[src/emb_cfg.svh]
// emb_cfg.svh: constants for the external memory bus pin block.
// assumes: included by bare name from package and modules.
`ifndef EMB_CFG_SVH
`define EMB_CFG_SVH
`define EMB_DATA_W 32
`define EMB_ADDR_W 22
`define EMB_BA_LSB 20
`define EMB_BA_MSB 21
`define EMB_ROWCOL_MSB 12
`define EMB_WIDTH_BYTE 2'h1
`define EMB_WIDTH_HALF 2'h2
`define EMB_WIDTH_WORD 2'h3
`define EMB_WIDTH_RSVD 2'h0
`define EMB_STATIC_RD_NS 120
`define EMB_CLK_NS 40
`define EMB_STATIC_RD_CYC ((`EMB_STATIC_RD_NS + `EMB_CLK_NS - 1) / `EMB_CLK_NS)
`define EMB_SD_CAS_CYC 2
`define EMB_WAIT_CNT_W 4
`endif

[src/emb_pkg.sv]
// emb_pkg.sv: types for the external memory bus pin block.
// assumes: emb_cfg.svh sits in the same folder.
`default_nettype none
`include "emb_cfg.svh"
package emb_pkg;
  // target of one access
  typedef enum logic [2:0] {
    EMB_TGT_SDRAM = 3'h1,
    EMB_TGT_STATIC = 3'h2,
    EMB_TGT_IO = 3'h4
  } emb_tgt_e;
  // request from the internal side
  typedef struct packed {
    emb_tgt_e tgt;
    logic [1:0] bank;
    logic write;
    logic [3:0] byte_en;
    logic [`EMB_ADDR_W-1:0] addr;
    logic [`EMB_DATA_W-1:0] wdata;
  } emb_req_s;
  // sdram command strobes, all active low
  typedef struct packed {
    logic [1:0] bank_select_n;
    logic row_strobe_n;
    logic col_strobe_n;
    logic write_n;
  } emb_sdcmd_s;
  // sequencer states
  typedef enum logic [4:0] {
    EMB_IDLE = 5'h01,
    EMB_SD_ROW = 5'h02,
    EMB_SD_COL = 5'h04,
    EMB_ST_ACC = 5'h08,
    EMB_DONE = 5'h10
  } emb_state_e;
endpackage
`default_nettype wire

[src/emb_strap_latch.sv]
// emb_strap_latch.sv: catches a strap level while reset is held.
// assumes: strap driven by the board throughout reset.
`timescale 1ns/1ps
`default_nettype none
module emb_strap_latch #(
  parameter int W = 1
) (
  input wire logic clock_i, // system clock
  input wire logic arst_n_i, // async reset, active low
  input wire logic hold_i, // high while reset stands
  input wire logic [W-1:0] strap_i, // pin level
  output logic [W-1:0] value_o // captured strap
);
  logic [W-1:0] value_q;
  // sampled on clock edges while hold is high, then frozen
  always_ff @(posedge clock_i or negedge arst_n_i)
  begin
    if (!arst_n_i)
      value_q <= '0;
    else if (hold_i)
      value_q <= strap_i;
  end
  assign value_o = value_q;
endmodule // emb_strap_latch
`default_nettype wire

[src/emb_lane_ctl.sv]
// emb_lane_ctl.sv: per-lane byte enable and mask registers.
// assumes: one instance per data lane.
`timescale 1ns/1ps
`default_nettype none
module emb_lane_ctl (
  input wire logic clock_i, // system clock
  input wire logic arst_n_i, // async reset, active low
  input wire logic load_i, // new access starts
  input wire logic clear_i, // access ends
  input wire logic sdram_i, // access is to sdram
  input wire logic write_i, // write access
  input wire logic en_i, // lane is used
  output logic mask_o, // sdram byte mask, high masks
  output logic wr_n_o // static byte write, low writes
);
  logic mask_q;
  logic wr_n_q;
  // idle: mask high (sdram output off), write enables high
  always_ff @(posedge clock_i or negedge arst_n_i)
  begin
    if (!arst_n_i)
    begin
      mask_q <= 1'b1;
      wr_n_q <= 1'b1;
    end
    else if (load_i)
    begin
      mask_q <= sdram_i ? !en_i : 1'b1;
      wr_n_q <= !(!sdram_i && write_i && en_i);
    end
    else if (clear_i)
    begin
      mask_q <= 1'b1;
      wr_n_q <= 1'b1;
    end
  end
  assign mask_o = mask_q;
  assign wr_n_o = wr_n_q;
endmodule // emb_lane_ctl
`default_nettype wire

[src/emb_mem_bus.sv]
// emb_mem_bus.sv: pin sequencer for sdram, static and i/o banks.
// assumes: one request at a time, held until done_o.
`timescale 1ns/1ps
`default_nettype none
`include "emb_cfg.svh"
module emb_mem_bus (
  input wire logic clock_i, // system clock, 25 MHz
  input wire logic arst_n_i, // async reset, active low
  input wire logic req_valid_i, // access request
  input wire emb_pkg::emb_req_s req_i, // request fields
  input wire logic static_swap_i, // swap static bank selects
  input wire logic [1:0] static1_width_i, // width of static bank 1
  output logic done_o, // one-cycle access done pulse
  output logic [`EMB_DATA_W-1:0] rdata_o, // read data
  output logic wdog_active_high_o, // captured watchdog polarity
  output logic [1:0] boot_width_o, // captured bank 0 width
  output logic boot_width_bad_o, // reserved width strapped
  output logic sys_clock_out_o, // system clock to sdram
  output logic [`EMB_ADDR_W-1:0] addr_o, // address pins
  input wire logic [`EMB_DATA_W-1:0] data_i, // data pins in
  output logic [`EMB_DATA_W-1:0] data_o, // data pins out
  output logic [3:0] data_oe_n_o, // lane output enables, low drives
  output logic [1:0] sdram_bank_select_n_o, // sdram chip selects
  output logic sdram_row_strobe_n_o, // sdram row strobe
  output logic sdram_col_strobe_n_o, // sdram column strobe
  output logic sdram_write_n_o, // sdram write enable
  output logic [3:0] sdram_byte_mask_o, // sdram byte masks
  output logic [3:0] static_byte_write_n_o, // static byte writes, low writes
  output logic [2:0] io_bank_select_n_o, // i/o bank selects
  output logic [1:0] static_bank_select_n_o, // static bank selects
  input wire logic static_output_enable_n_i, // oe pin level (strap)
  output logic static_output_enable_n_o, // oe pin drive
  output logic static_output_enable_oe_n_o, // oe pin enable, low drives
  input wire logic [1:0] boot_bank_width_strap_i, // width straps
  input wire logic ext_wait_n_i // external wait, active low
);
  import emb_pkg::*;

  // ----------------------------------------
  // straps, caught on the first clock edge after reset release
  // ----------------------------------------
  logic rst_hold_q;
  logic [1:0] width_q;
  logic pol_q;
  // reset-held flag goes low one edge after release
  always_ff @(posedge clock_i or negedge arst_n_i)
  begin
    if (!arst_n_i)
      rst_hold_q <= 1'b1;
    else
      rst_hold_q <= 1'b0;
  end
  emb_strap_latch #(.W(1)) u_pol (
    .clock_i(clock_i),
    .arst_n_i(arst_n_i),
    .hold_i(rst_hold_q),
    .strap_i(static_output_enable_n_i),
    .value_o(pol_q)
  );
  emb_strap_latch #(.W(2)) u_width (
    .clock_i(clock_i),
    .arst_n_i(arst_n_i),
    .hold_i(rst_hold_q),
    .strap_i(boot_bank_width_strap_i),
    .value_o(width_q)
  );
  assign wdog_active_high_o = pol_q;
  assign boot_width_o = width_q;
  assign boot_width_bad_o = (width_q == `EMB_WIDTH_RSVD);
  // oe pin stays released while straps are read, so the board level wins
  assign static_output_enable_oe_n_o = rst_hold_q;

  // ----------------------------------------
  // request decode
  // ----------------------------------------
  emb_state_e state_q;
  emb_state_e state_d;
  emb_req_s req_q;
  // pins launch on the taking edge, before req_q holds the request,
  // so while idle the decode looks at the live request
  wire emb_req_s req_v = (state_q == EMB_IDLE) ? req_i : req_q;
  wire is_sd = (req_v.tgt == EMB_TGT_SDRAM);
  wire is_io = (req_v.tgt == EMB_TGT_IO);
  wire is_st = (req_v.tgt == EMB_TGT_STATIC);
  // physical static bank after the programmable mapping
  wire phys_bank = req_v.bank[0] ^ static_swap_i;
  // bank 0 boots at the strap width; a reserved strap falls back to word
  wire [1:0] st_width = !phys_bank ? width_q : static1_width_i;
  wire [1:0] eff_width = (is_st && st_width != `EMB_WIDTH_RSVD) ? st_width
                         : `EMB_WIDTH_WORD;
  // byte address on a byte bus is presented whole; half bus drops bit 0, word bus bits 1:0
  wire [`EMB_ADDR_W-1:0] st_addr = (eff_width == `EMB_WIDTH_WORD)
    ? {req_v.addr[`EMB_ADDR_W-1:2], 2'h0}
    : (eff_width == `EMB_WIDTH_HALF) ? {req_v.addr[`EMB_ADDR_W-1:1], 1'h0}
    : req_v.addr;
  // sdram row and column fields sit on 12:0, bank on 21:20
  wire [`EMB_ROWCOL_MSB:0] sd_row = req_v.addr[`EMB_ROWCOL_MSB+2:2];
  wire [`EMB_ROWCOL_MSB:0] sd_col = {4'h0, req_v.addr[10:2]};
  wire [1:0] sd_ba = req_v.addr[`EMB_BA_MSB:`EMB_BA_LSB];
  wire [`EMB_ADDR_W-1:0] sd_row_pins = {sd_ba, 7'h00, sd_row};
  wire [`EMB_ADDR_W-1:0] sd_col_pins = {sd_ba, 7'h00, sd_col};
  // narrow-bus write data replicated so lane 0 carries the byte
  wire [`EMB_DATA_W-1:0] narrow_wdata = (eff_width == `EMB_WIDTH_BYTE)
    ? {4{req_v.wdata[8*req_v.addr[1:0] +: 8]}}
    : (eff_width == `EMB_WIDTH_HALF) ? {2{req_v.wdata[16*req_v.addr[1] +: 16]}}
    : req_v.wdata;
  wire [3:0] lane_en = (eff_width == `EMB_WIDTH_WORD) ? req_v.byte_en
    : (eff_width == `EMB_WIDTH_HALF) ? 4'h3 : 4'h1;

  // ----------------------------------------
  // sequencer
  // ----------------------------------------
  logic [`EMB_WAIT_CNT_W-1:0] cnt_q;
  logic [`EMB_WAIT_CNT_W-1:0] cnt_d;
  wire cnt_zero = (cnt_q == '0);
  wire start = (state_q == EMB_IDLE) && req_valid_i && !rst_hold_q;
  wire wait_on = !ext_wait_n_i;
  // next state: sdram row then column, static holds until count and wait clear
  always_comb
  begin
    state_d = state_q;
    cnt_d = cnt_q;
    case (state_q)
      EMB_IDLE:
        if (start)
        begin
          state_d = (req_i.tgt == EMB_TGT_SDRAM) ? EMB_SD_ROW : EMB_ST_ACC;
          cnt_d = (req_i.tgt == EMB_TGT_SDRAM)
            ? `EMB_WAIT_CNT_W'(`EMB_SD_CAS_CYC)
            : `EMB_WAIT_CNT_W'(`EMB_STATIC_RD_CYC);
        end
      EMB_SD_ROW:
        state_d = EMB_SD_COL;
      EMB_SD_COL:
        if (cnt_zero)
          state_d = EMB_DONE;
        else
          cnt_d = cnt_q - 1'b1;
      EMB_ST_ACC:
        if (!cnt_zero)
          cnt_d = cnt_q - 1'b1;
        else if (!wait_on)
          state_d = EMB_DONE;
      EMB_DONE:
        state_d = EMB_IDLE;
      default:
        state_d = EMB_IDLE;
    endcase
  end
  always_ff @(posedge clock_i or negedge arst_n_i)
  begin
    if (!arst_n_i)
    begin
      state_q <= EMB_IDLE;
      cnt_q <= '0;
    end
    else
    begin
      state_q <= state_d;
      cnt_q <= cnt_d;
    end
  end
  always_ff @(posedge clock_i or negedge arst_n_i)
  begin
    if (!arst_n_i)
      req_q <= '0;
    else if (start)
      req_q <= req_i;
  end

  // ----------------------------------------
  // pin registers
  // ----------------------------------------
  wire in_st = (state_q == EMB_ST_ACC);
  wire going_st = (state_d == EMB_ST_ACC);
  wire going_row = (state_d == EMB_SD_ROW);
  wire going_col = (state_d == EMB_SD_COL) && (state_q == EMB_SD_ROW);
  emb_sdcmd_s sd_q;
  logic [`EMB_ADDR_W-1:0] addr_q;
  logic [2:0] io_sel_n_q;
  logic [1:0] st_sel_n_q;
  logic oe_n_q;
  logic [`EMB_DATA_W-1:0] dout_q;
  logic drive_q;
  logic [`EMB_DATA_W-1:0] rdata_q;
  logic done_q;
  // sdram command: activate on row, read/write on column, else nop
  always_ff @(posedge clock_i or negedge arst_n_i)
  begin
    if (!arst_n_i)
      sd_q <= '1;
    else if (going_row)
      sd_q <= '{bank_select_n: ~(2'h1 << req_v.bank[0]), row_strobe_n: 1'b0,
               col_strobe_n: 1'b1, write_n: 1'b1};
    else if (going_col)
      sd_q <= '{bank_select_n: sd_q.bank_select_n, row_strobe_n: 1'b1,
               col_strobe_n: 1'b0, write_n: !req_q.write};
    else
      sd_q <= '1;
  end
  // address pins: row, then column, or the static byte address
  always_ff @(posedge clock_i or negedge arst_n_i)
  begin
    if (!arst_n_i)
      addr_q <= '0;
    else if (going_row)
      addr_q <= sd_row_pins;
    else if (going_col)
      addr_q <= sd_col_pins;
    else if (going_st)
      addr_q <= st_addr;
  end
  // static and i/o selects and shared oe held for the whole access
  always_ff @(posedge clock_i or negedge arst_n_i)
  begin
    if (!arst_n_i)
    begin
      io_sel_n_q <= '1;
      st_sel_n_q <= '1;
      oe_n_q <= 1'b1;
    end
    else
    begin
      io_sel_n_q <= (going_st && is_io) ? ~(3'h1 << req_v.bank) : 3'h7;
      st_sel_n_q <= (going_st && is_st) ? ~(2'h1 << phys_bank) : 2'h3;
      oe_n_q <= !(going_st && !req_v.write);
    end
  end
  // write data driven on all four lanes for a static access, or from the sdram column cycle on; the data pattern follows the width
  always_ff @(posedge clock_i or negedge arst_n_i)
  begin
    if (!arst_n_i)
    begin
      dout_q <= '0;
      drive_q <= 1'b0;
    end
    else
    begin
      dout_q <= narrow_wdata;
      drive_q <= req_v.write && (going_st || (state_d == EMB_SD_COL));
    end
  end
  wire load_lanes = (state_q == EMB_IDLE) && (going_st || going_row);
  wire clear_lanes = (state_d == EMB_DONE);
  // one lane control per byte; mask bit n and write enable n face lane n
  genvar g;
  for (g = 0; g < 4; g++)
  begin : g_lane
    emb_lane_ctl u_lane (
      .clock_i(clock_i),
      .arst_n_i(arst_n_i),
      .load_i(load_lanes),
      .clear_i(clear_lanes),
      .sdram_i(is_sd),
      .write_i(req_v.write),
      .en_i(lane_en[g]),
      .mask_o(sdram_byte_mask_o[g]),
      .wr_n_o(static_byte_write_n_o[g])
    );
  end
  // read capture at the end of an access, lane 0 up for narrow buses
  always_ff @(posedge clock_i or negedge arst_n_i)
  begin
    if (!arst_n_i)
    begin
      rdata_q <= '0;
      done_q <= 1'b0;
    end
    else
    begin
      done_q <= (state_d == EMB_DONE);
      if ((state_d == EMB_DONE) && !req_q.write)
        rdata_q <= (in_st && eff_width == `EMB_WIDTH_BYTE) ? {24'h0, data_i[7:0]}
          : (in_st && eff_width == `EMB_WIDTH_HALF) ? {16'h0, data_i[15:0]}
          : data_i;
    end
  end

  // ----------------------------------------
  // outputs
  // ----------------------------------------
  assign sys_clock_out_o = clock_i;
  assign addr_o = addr_q;
  assign data_o = dout_q;
  assign data_oe_n_o = {4{!drive_q}};
  assign sdram_bank_select_n_o = sd_q.bank_select_n;
  assign sdram_row_strobe_n_o = sd_q.row_strobe_n;
  assign sdram_col_strobe_n_o = sd_q.col_strobe_n;
  assign sdram_write_n_o = sd_q.write_n;
  assign io_bank_select_n_o = io_sel_n_q;
  assign static_bank_select_n_o = st_sel_n_q;
  assign static_output_enable_n_o = oe_n_q;
  assign rdata_o = rdata_q;
  assign done_o = done_q;
endmodule // emb_mem_bus
`default_nettype wire

[config.mk]
export PLATFORM = sky130hd
export DESIGN_NAME = emb_mem_bus
export DESIGN_NICKNAME = d
export VERILOG_FILES = /design/src/emb_pkg.sv /design/src/emb_strap_latch.sv /design/src/emb_lane_ctl.sv /design/src/emb_mem_bus.sv
export VERILOG_INCLUDE_DIRS = /design/src
export SDC_FILE = /design/constraint.sdc
export NUM_CORES = 1
export LEC_CHECK = 0
export BUFFER_PORTS_ARGS = -buffer_cell sky130_fd_sc_hd__buf_2
export CAP_MARGIN = 20
export CORE_UTILIZATION = 31
export DETAILED_ROUTE_END_ITERATION = 8
export MAX_ROUTING_LAYER = met4
export SLEW_MARGIN = 40
export SYNTH_ARGS = -nofsm -noshare
export SYNTH_HDL_FRONTEND = slang
export SYNTH_SLANG_ARGS = --single-unit
export TNS_END_PERCENT = 5
[constraint.sdc]
create_clock -name clock_i -period 2.3 [get_ports clock_i]
set_input_delay 0.345 -clock clock_i [delete_from_list [all_inputs] [get_ports clock_i]]
set_output_delay 0.345 -clock clock_i [all_outputs]
set_load 0.005 [all_outputs]
After elaboration in Yosys (flattened, before gate mapping)
Index checks and enable logic that the tools add are counted.
{ "totals": {"reg_bits": 184, "input_bits": 106, "output_inout_bits": 116, "wordCells": 141} }
{ "classes": {"n_addsub": 1, "eq_ne": 18, "shift": 5, "muxes": 41, "bitwise_logic": 4, "reduce_logical": 41} }
{ "op_table": {"columns": ["cell", "n"], "rows": [
  ["$mux W32", 4],
  ["$mux W22", 3],
  ["$mux W64", 1],
  ["$shiftx A32 B6 Y16", 1],
  ["$shiftx A32 B6 Y8", 1],
  ["$mux W5", 6],
  ["$pmux W5 S4", 1],
  ["$logic_and A1 B1 Y1", 17],
  ["$mux W4", 4],
  ["$mux W1", 15],
  ["$logic_not A1 Y1", 14],
  ["$eq A5 B2 Y1 const B", 2],
  ["$eq A5 B3 Y1 const B", 2],
  ["$eq A5 B4 Y1 const B", 2],
  ["$mux W2", 5],
  ["$pmux W4 S2", 1],
  ["$eq A3 B1 Y1 const B", 2],
  ["$ne A2 B2 Y1 const B", 3],
  ["$reduce_bool A2 Y1", 3],
  ["$eq A5 B1 Y1 const B", 1],
  ["$eq A5 B5 Y1 const B", 1],
  ["$eq A2 B2 Y1 const B", 2],
  ["$logic_not A4 Y1", 1],
  ["$not A2 Y2", 2],
  ["other kinds (14)", 16]
]} }

Longest topological paths before layout
{ "logic_depth": {"depth_word": 13, "mapped_depth": 10, "ltp_nobuf": 9} }

Cells and area by module
Synthesis repeated with hierarchy kept, for this count alone.
{ "hier_totals": {"cells_unflattened": 901, "area_unflattened_um2": 8863.5} }
{ "modules_own_cells": {"columns": ["module", "n_inst", "cells_per_inst", "area_per_inst_um2", "seq_area_each_um2"], "rows": [
  ["emb_mem_bus", 1, 867, 8425.6, 4345.4],
  ["emb_lane_ctl", 4, 7, 81.3, 52.6],
  ["emb_strap_latch at u_width", 1, 4, 72.6, 50.0],
  ["emb_strap_latch at u_pol", 1, 2, 40.0, 25.0]
]} }

==> reports/results.ini <==
[global_route]
grt_max_degree = 65
grt-ovfl-total = 0
grt.total_usage_pct = 19.2
antenna_found_initial = 4
grt_first_pass_wirelength_microns = 43700
grt_pass1_vias = 7835

[logic_synthesis]
synth_top_area_share_pct = 44.9
netlist_instances = 950
synth_area_sq_um = 9090
synthAdderAreaFrac_pct = 0.275
yosysSeqAreaShare_pct = 51.0
synth_warnings = 0
synth-seq-cells = 184
synthMuxAreaShare_pct = 9.49
synth_fp_nets = 1058
synth-simple-area-share_pct = 19.4
async_reset_ff_share_pct = 100
synth_ff_type = dfrtp_1
synth_area_per_cell_sq_um = 9.56
synth_edf_count = 0
synth-compound-area-share_pct = 15.0
synthTopCellsByArea = dfrtp_1 45%, nand2_1 12%, mux2i_1 7.4%
synth_top_family_by_area = simple AND/OR/NAND/NOR gates
synth_cell_types = 68
synthXorXnorAreaFrac_pct = 0.193
synth_area_leader_cell = dfrtp_1

[finish]
num-nets-final = 1321
final_area_sq_um = 12200
fillers = 2849
drive_gt1_share_pct = 36.8
finalCoreUtilization_pct = 42.4
synthToLayoutAreaGrowth_pct = 34.3
stdcell_count = 1614

[sta]
setup_tns_ps = -176
fin_ws_ps = -17.8
slew_headroom_pct = 46.2
worst_pin_slew_ps = 808
finalCritPeriodShare_pct = 101
report.final.setup_viol = 16
whs_ps = 14.7
rsz0062_at_grt = yes
slew_violations = 0
skew_ps = 11.2
min_period_ps = 2320
hold_viol = 0
fmax_mhz = 431

[detailed_routing]
wire_per_inst_microns = 17.5
met1_length_microns = 12700
routed.top_layer = met4
dr_wl_met2_microns = 13300
vias = 7981
vias_per_cell = 4.94
wl_microns = 28200
dr.pass1.iters = 5
first_iter_violations = 485
wl_met3_microns = 1700
ant_nets = 0
drc = 0

[pwr]
swShare_pct = 38.3
p_leak_nw = 5.92
power.total_mw = 14.5
p_seq_share_pct = 36.1
internal_power_mw = 8.91
pwr_density_cell_nw_per_um2 = 1180
ir_worst_vdd_mv = 0.488
p_switching_mw = 5.54
combPwrFrac_pct = 42.0
pwr-share-clk_pct = 21.9

[placement]
detailed_place_hpwl_microns = 19600
portBuffers = 221
gp_congestion = 0.845
dp_slack_ps = -61.4
place_area_sq_um = 10900
dpl.cell_count = 1544

[job]
drv_cap = 0

[floorplan]
die_w_microns = 173
dieArea_sq_um = 30000
initial_core_util_pct = 31.6
fp.dieH_microns = 173
core_area_sq_um = 28800
rows = 62
top_level_ports = 222

[worst_setup_path]
endpoint_kind = flip-flop
critPathKind = flip-flop to flip-flop
cp-start-kind = flip-flop
r2r-start = state_q[0]
r2r_cells = 8
startpoint = state_q[0]
cp.arrival_ps = 2740
endpoint = data_o[31]
rrSetupSlack_ps = -20
path_max_fanout = 8
crit_required_ps = 2720
rr_endpoint = data_o[31]

[status]
outcome = finished, violations left
violations = negative setup slack

[clocking]
path_clk_slew_ps = 80
clock_latency_ps = 550
cts_tree = yes

[hold_path]
hp-class = input pin to flip-flop

## placed cells by master, fill, tap and decap left out, drive strengths merged, types with 5 or more instances in the layout
master,instances
a221oi,7
nor3b,5
a22o,9
buf,285
o221ai,7
nand3,10
nand2b,11
mux2,17
a21oi,57
nor2,51
mux2i,67
nor3,21
inv,18
dfrtp,163
clkbuf,25
dlygate4sd3,22
a2111oi,6
nor2b,5
a211oi,29
dfstp,21
nand2,286
a31oi,6
o21ai,45
## Yosys cell counts, types with 3 or more instances
cell type / count
nand3_1: 9
dfrtp_1: 163
clkbuf_1: 25
nor3_1: 19
nor2b_1: 5
a221o_1: 3
buf_6: 6
o221ai_1: 7
inv_1: 8
nand2b_1: 11
o21ai_1: 8
mux2i_1: 67
nor2_1: 49
o21ai_0: 36
a221oi_1: 6
and3_1: 3
buf_2: 21
nor3b_1: 4
a21oi_2: 10
a22o_1: 9
o22a_1: 4
mux2_2: 17
buf_4: 16
a31oi_1: 5
o32a_1: 4
a211oi_1: 29
nand2_1: 284
dfstp_2: 21
or2_2: 3
a21oi_1: 47
## cell type report
| type | instances | area, sq um | share of cell area, % |
|---|---|---|---|
| diodes | 4 | 10.0 | 0.0820 |
| clock buffers | 23 | 523 | 4.29 |
| clock inverters | 13 | 124 | 1.02 |
| inverters | 9 | 33.8 | 0.277 |
| multi-input cells | 688 | 4310 | 35.4 |
| flip-flops and latches | 184 | 4630 | 38.0 |
| well taps | 384 | 480 | 3.94 |
| repair buffers | 309 | 2080 | 17.1 |
## power groups by stage
| stage | sequential [mW] | clock (mW) | combinational [mW] |
|---|---|---|---|
| 3_3_place_gp | 5.25 | 0.0189 | 5.42 |
| 2_1_floorplan | 5.10 | 0.0282 | 3.48 |
| 5_1_grt | 5.36 | 3.39 | 6.67 |
| 6_report | 5.22 | 3.16 | 6.08 |
| 4_1_cts | 5.22 | 3.27 | 5.63 |
| 3_5_place_dp | 5.27 | 0.0189 | 5.54 |
## metal layers
metal / track usage, % / up-vias
met1: 24.9 / 3884
li1: - / 3800
met2: 29.8 / 270
met3: 4.62 / 27
met5: - / -
met4: 5.64 / 0
## kinds of logic after synthesis
kind of cell / after synthesis
other: 1
XOR/XNOR: 2
adder cells (fa/ha/maj): 2
AO/OA/AOI/OAI: 190
AND/OR/NAND/NOR: 409
flip-flops: 184
multiplexers: 84
buffers and inverters: 78
## registers in the layout, indices dropped and copies added (netlist names), 2 cells and up
register                flops
static_bank_select_n_o      2
req_q                      64
g_lane.u_lane.mask_o        4
io_bank_select_n_o          3
rdata_o                    32
u_width.value_o             2
data_o                     32
sdram_bank_select_n_o       2
state_q                     5
addr_o                     22
cnt_q                       4
g_lane.u_lane.wr_n_o        4
## worst min path at each step
stage	endpoint	from	slack, ps	depth (start not counted)
floorplan	addr_o[0]	arst_n_i	50	0
global placement	req_q[20]	arst_n_i	390	1
detailed placement	req_q[36]	arst_n_i	390	1
CTS	req_q[40]	req_i[40]	2	3
global route	req_q[57]	req_i[57]	7	3
finish	req_q[54]	req_i[54]	10	3
## what timing repair did
action	in CTS	in global routing
setup endpoints to repair	31	70
pin swaps	2	27
cloned	0	3
hold endpoints to repair	78	0
buffers inserted	1	5
hold buffers	22	0
resized for setup	7	86
## worst max-delay path, stage by stage (launching register included)
cell and delay (ps):
dfstp_2 540, nor2b_4 150, buf_6 140, a21oi_4 50, or3_4 380, a221o_1 440, nand2_4 210, clkbuf_16 220
o21ai_2 60
Note: power is estimated with default switching activity, not from simulation.
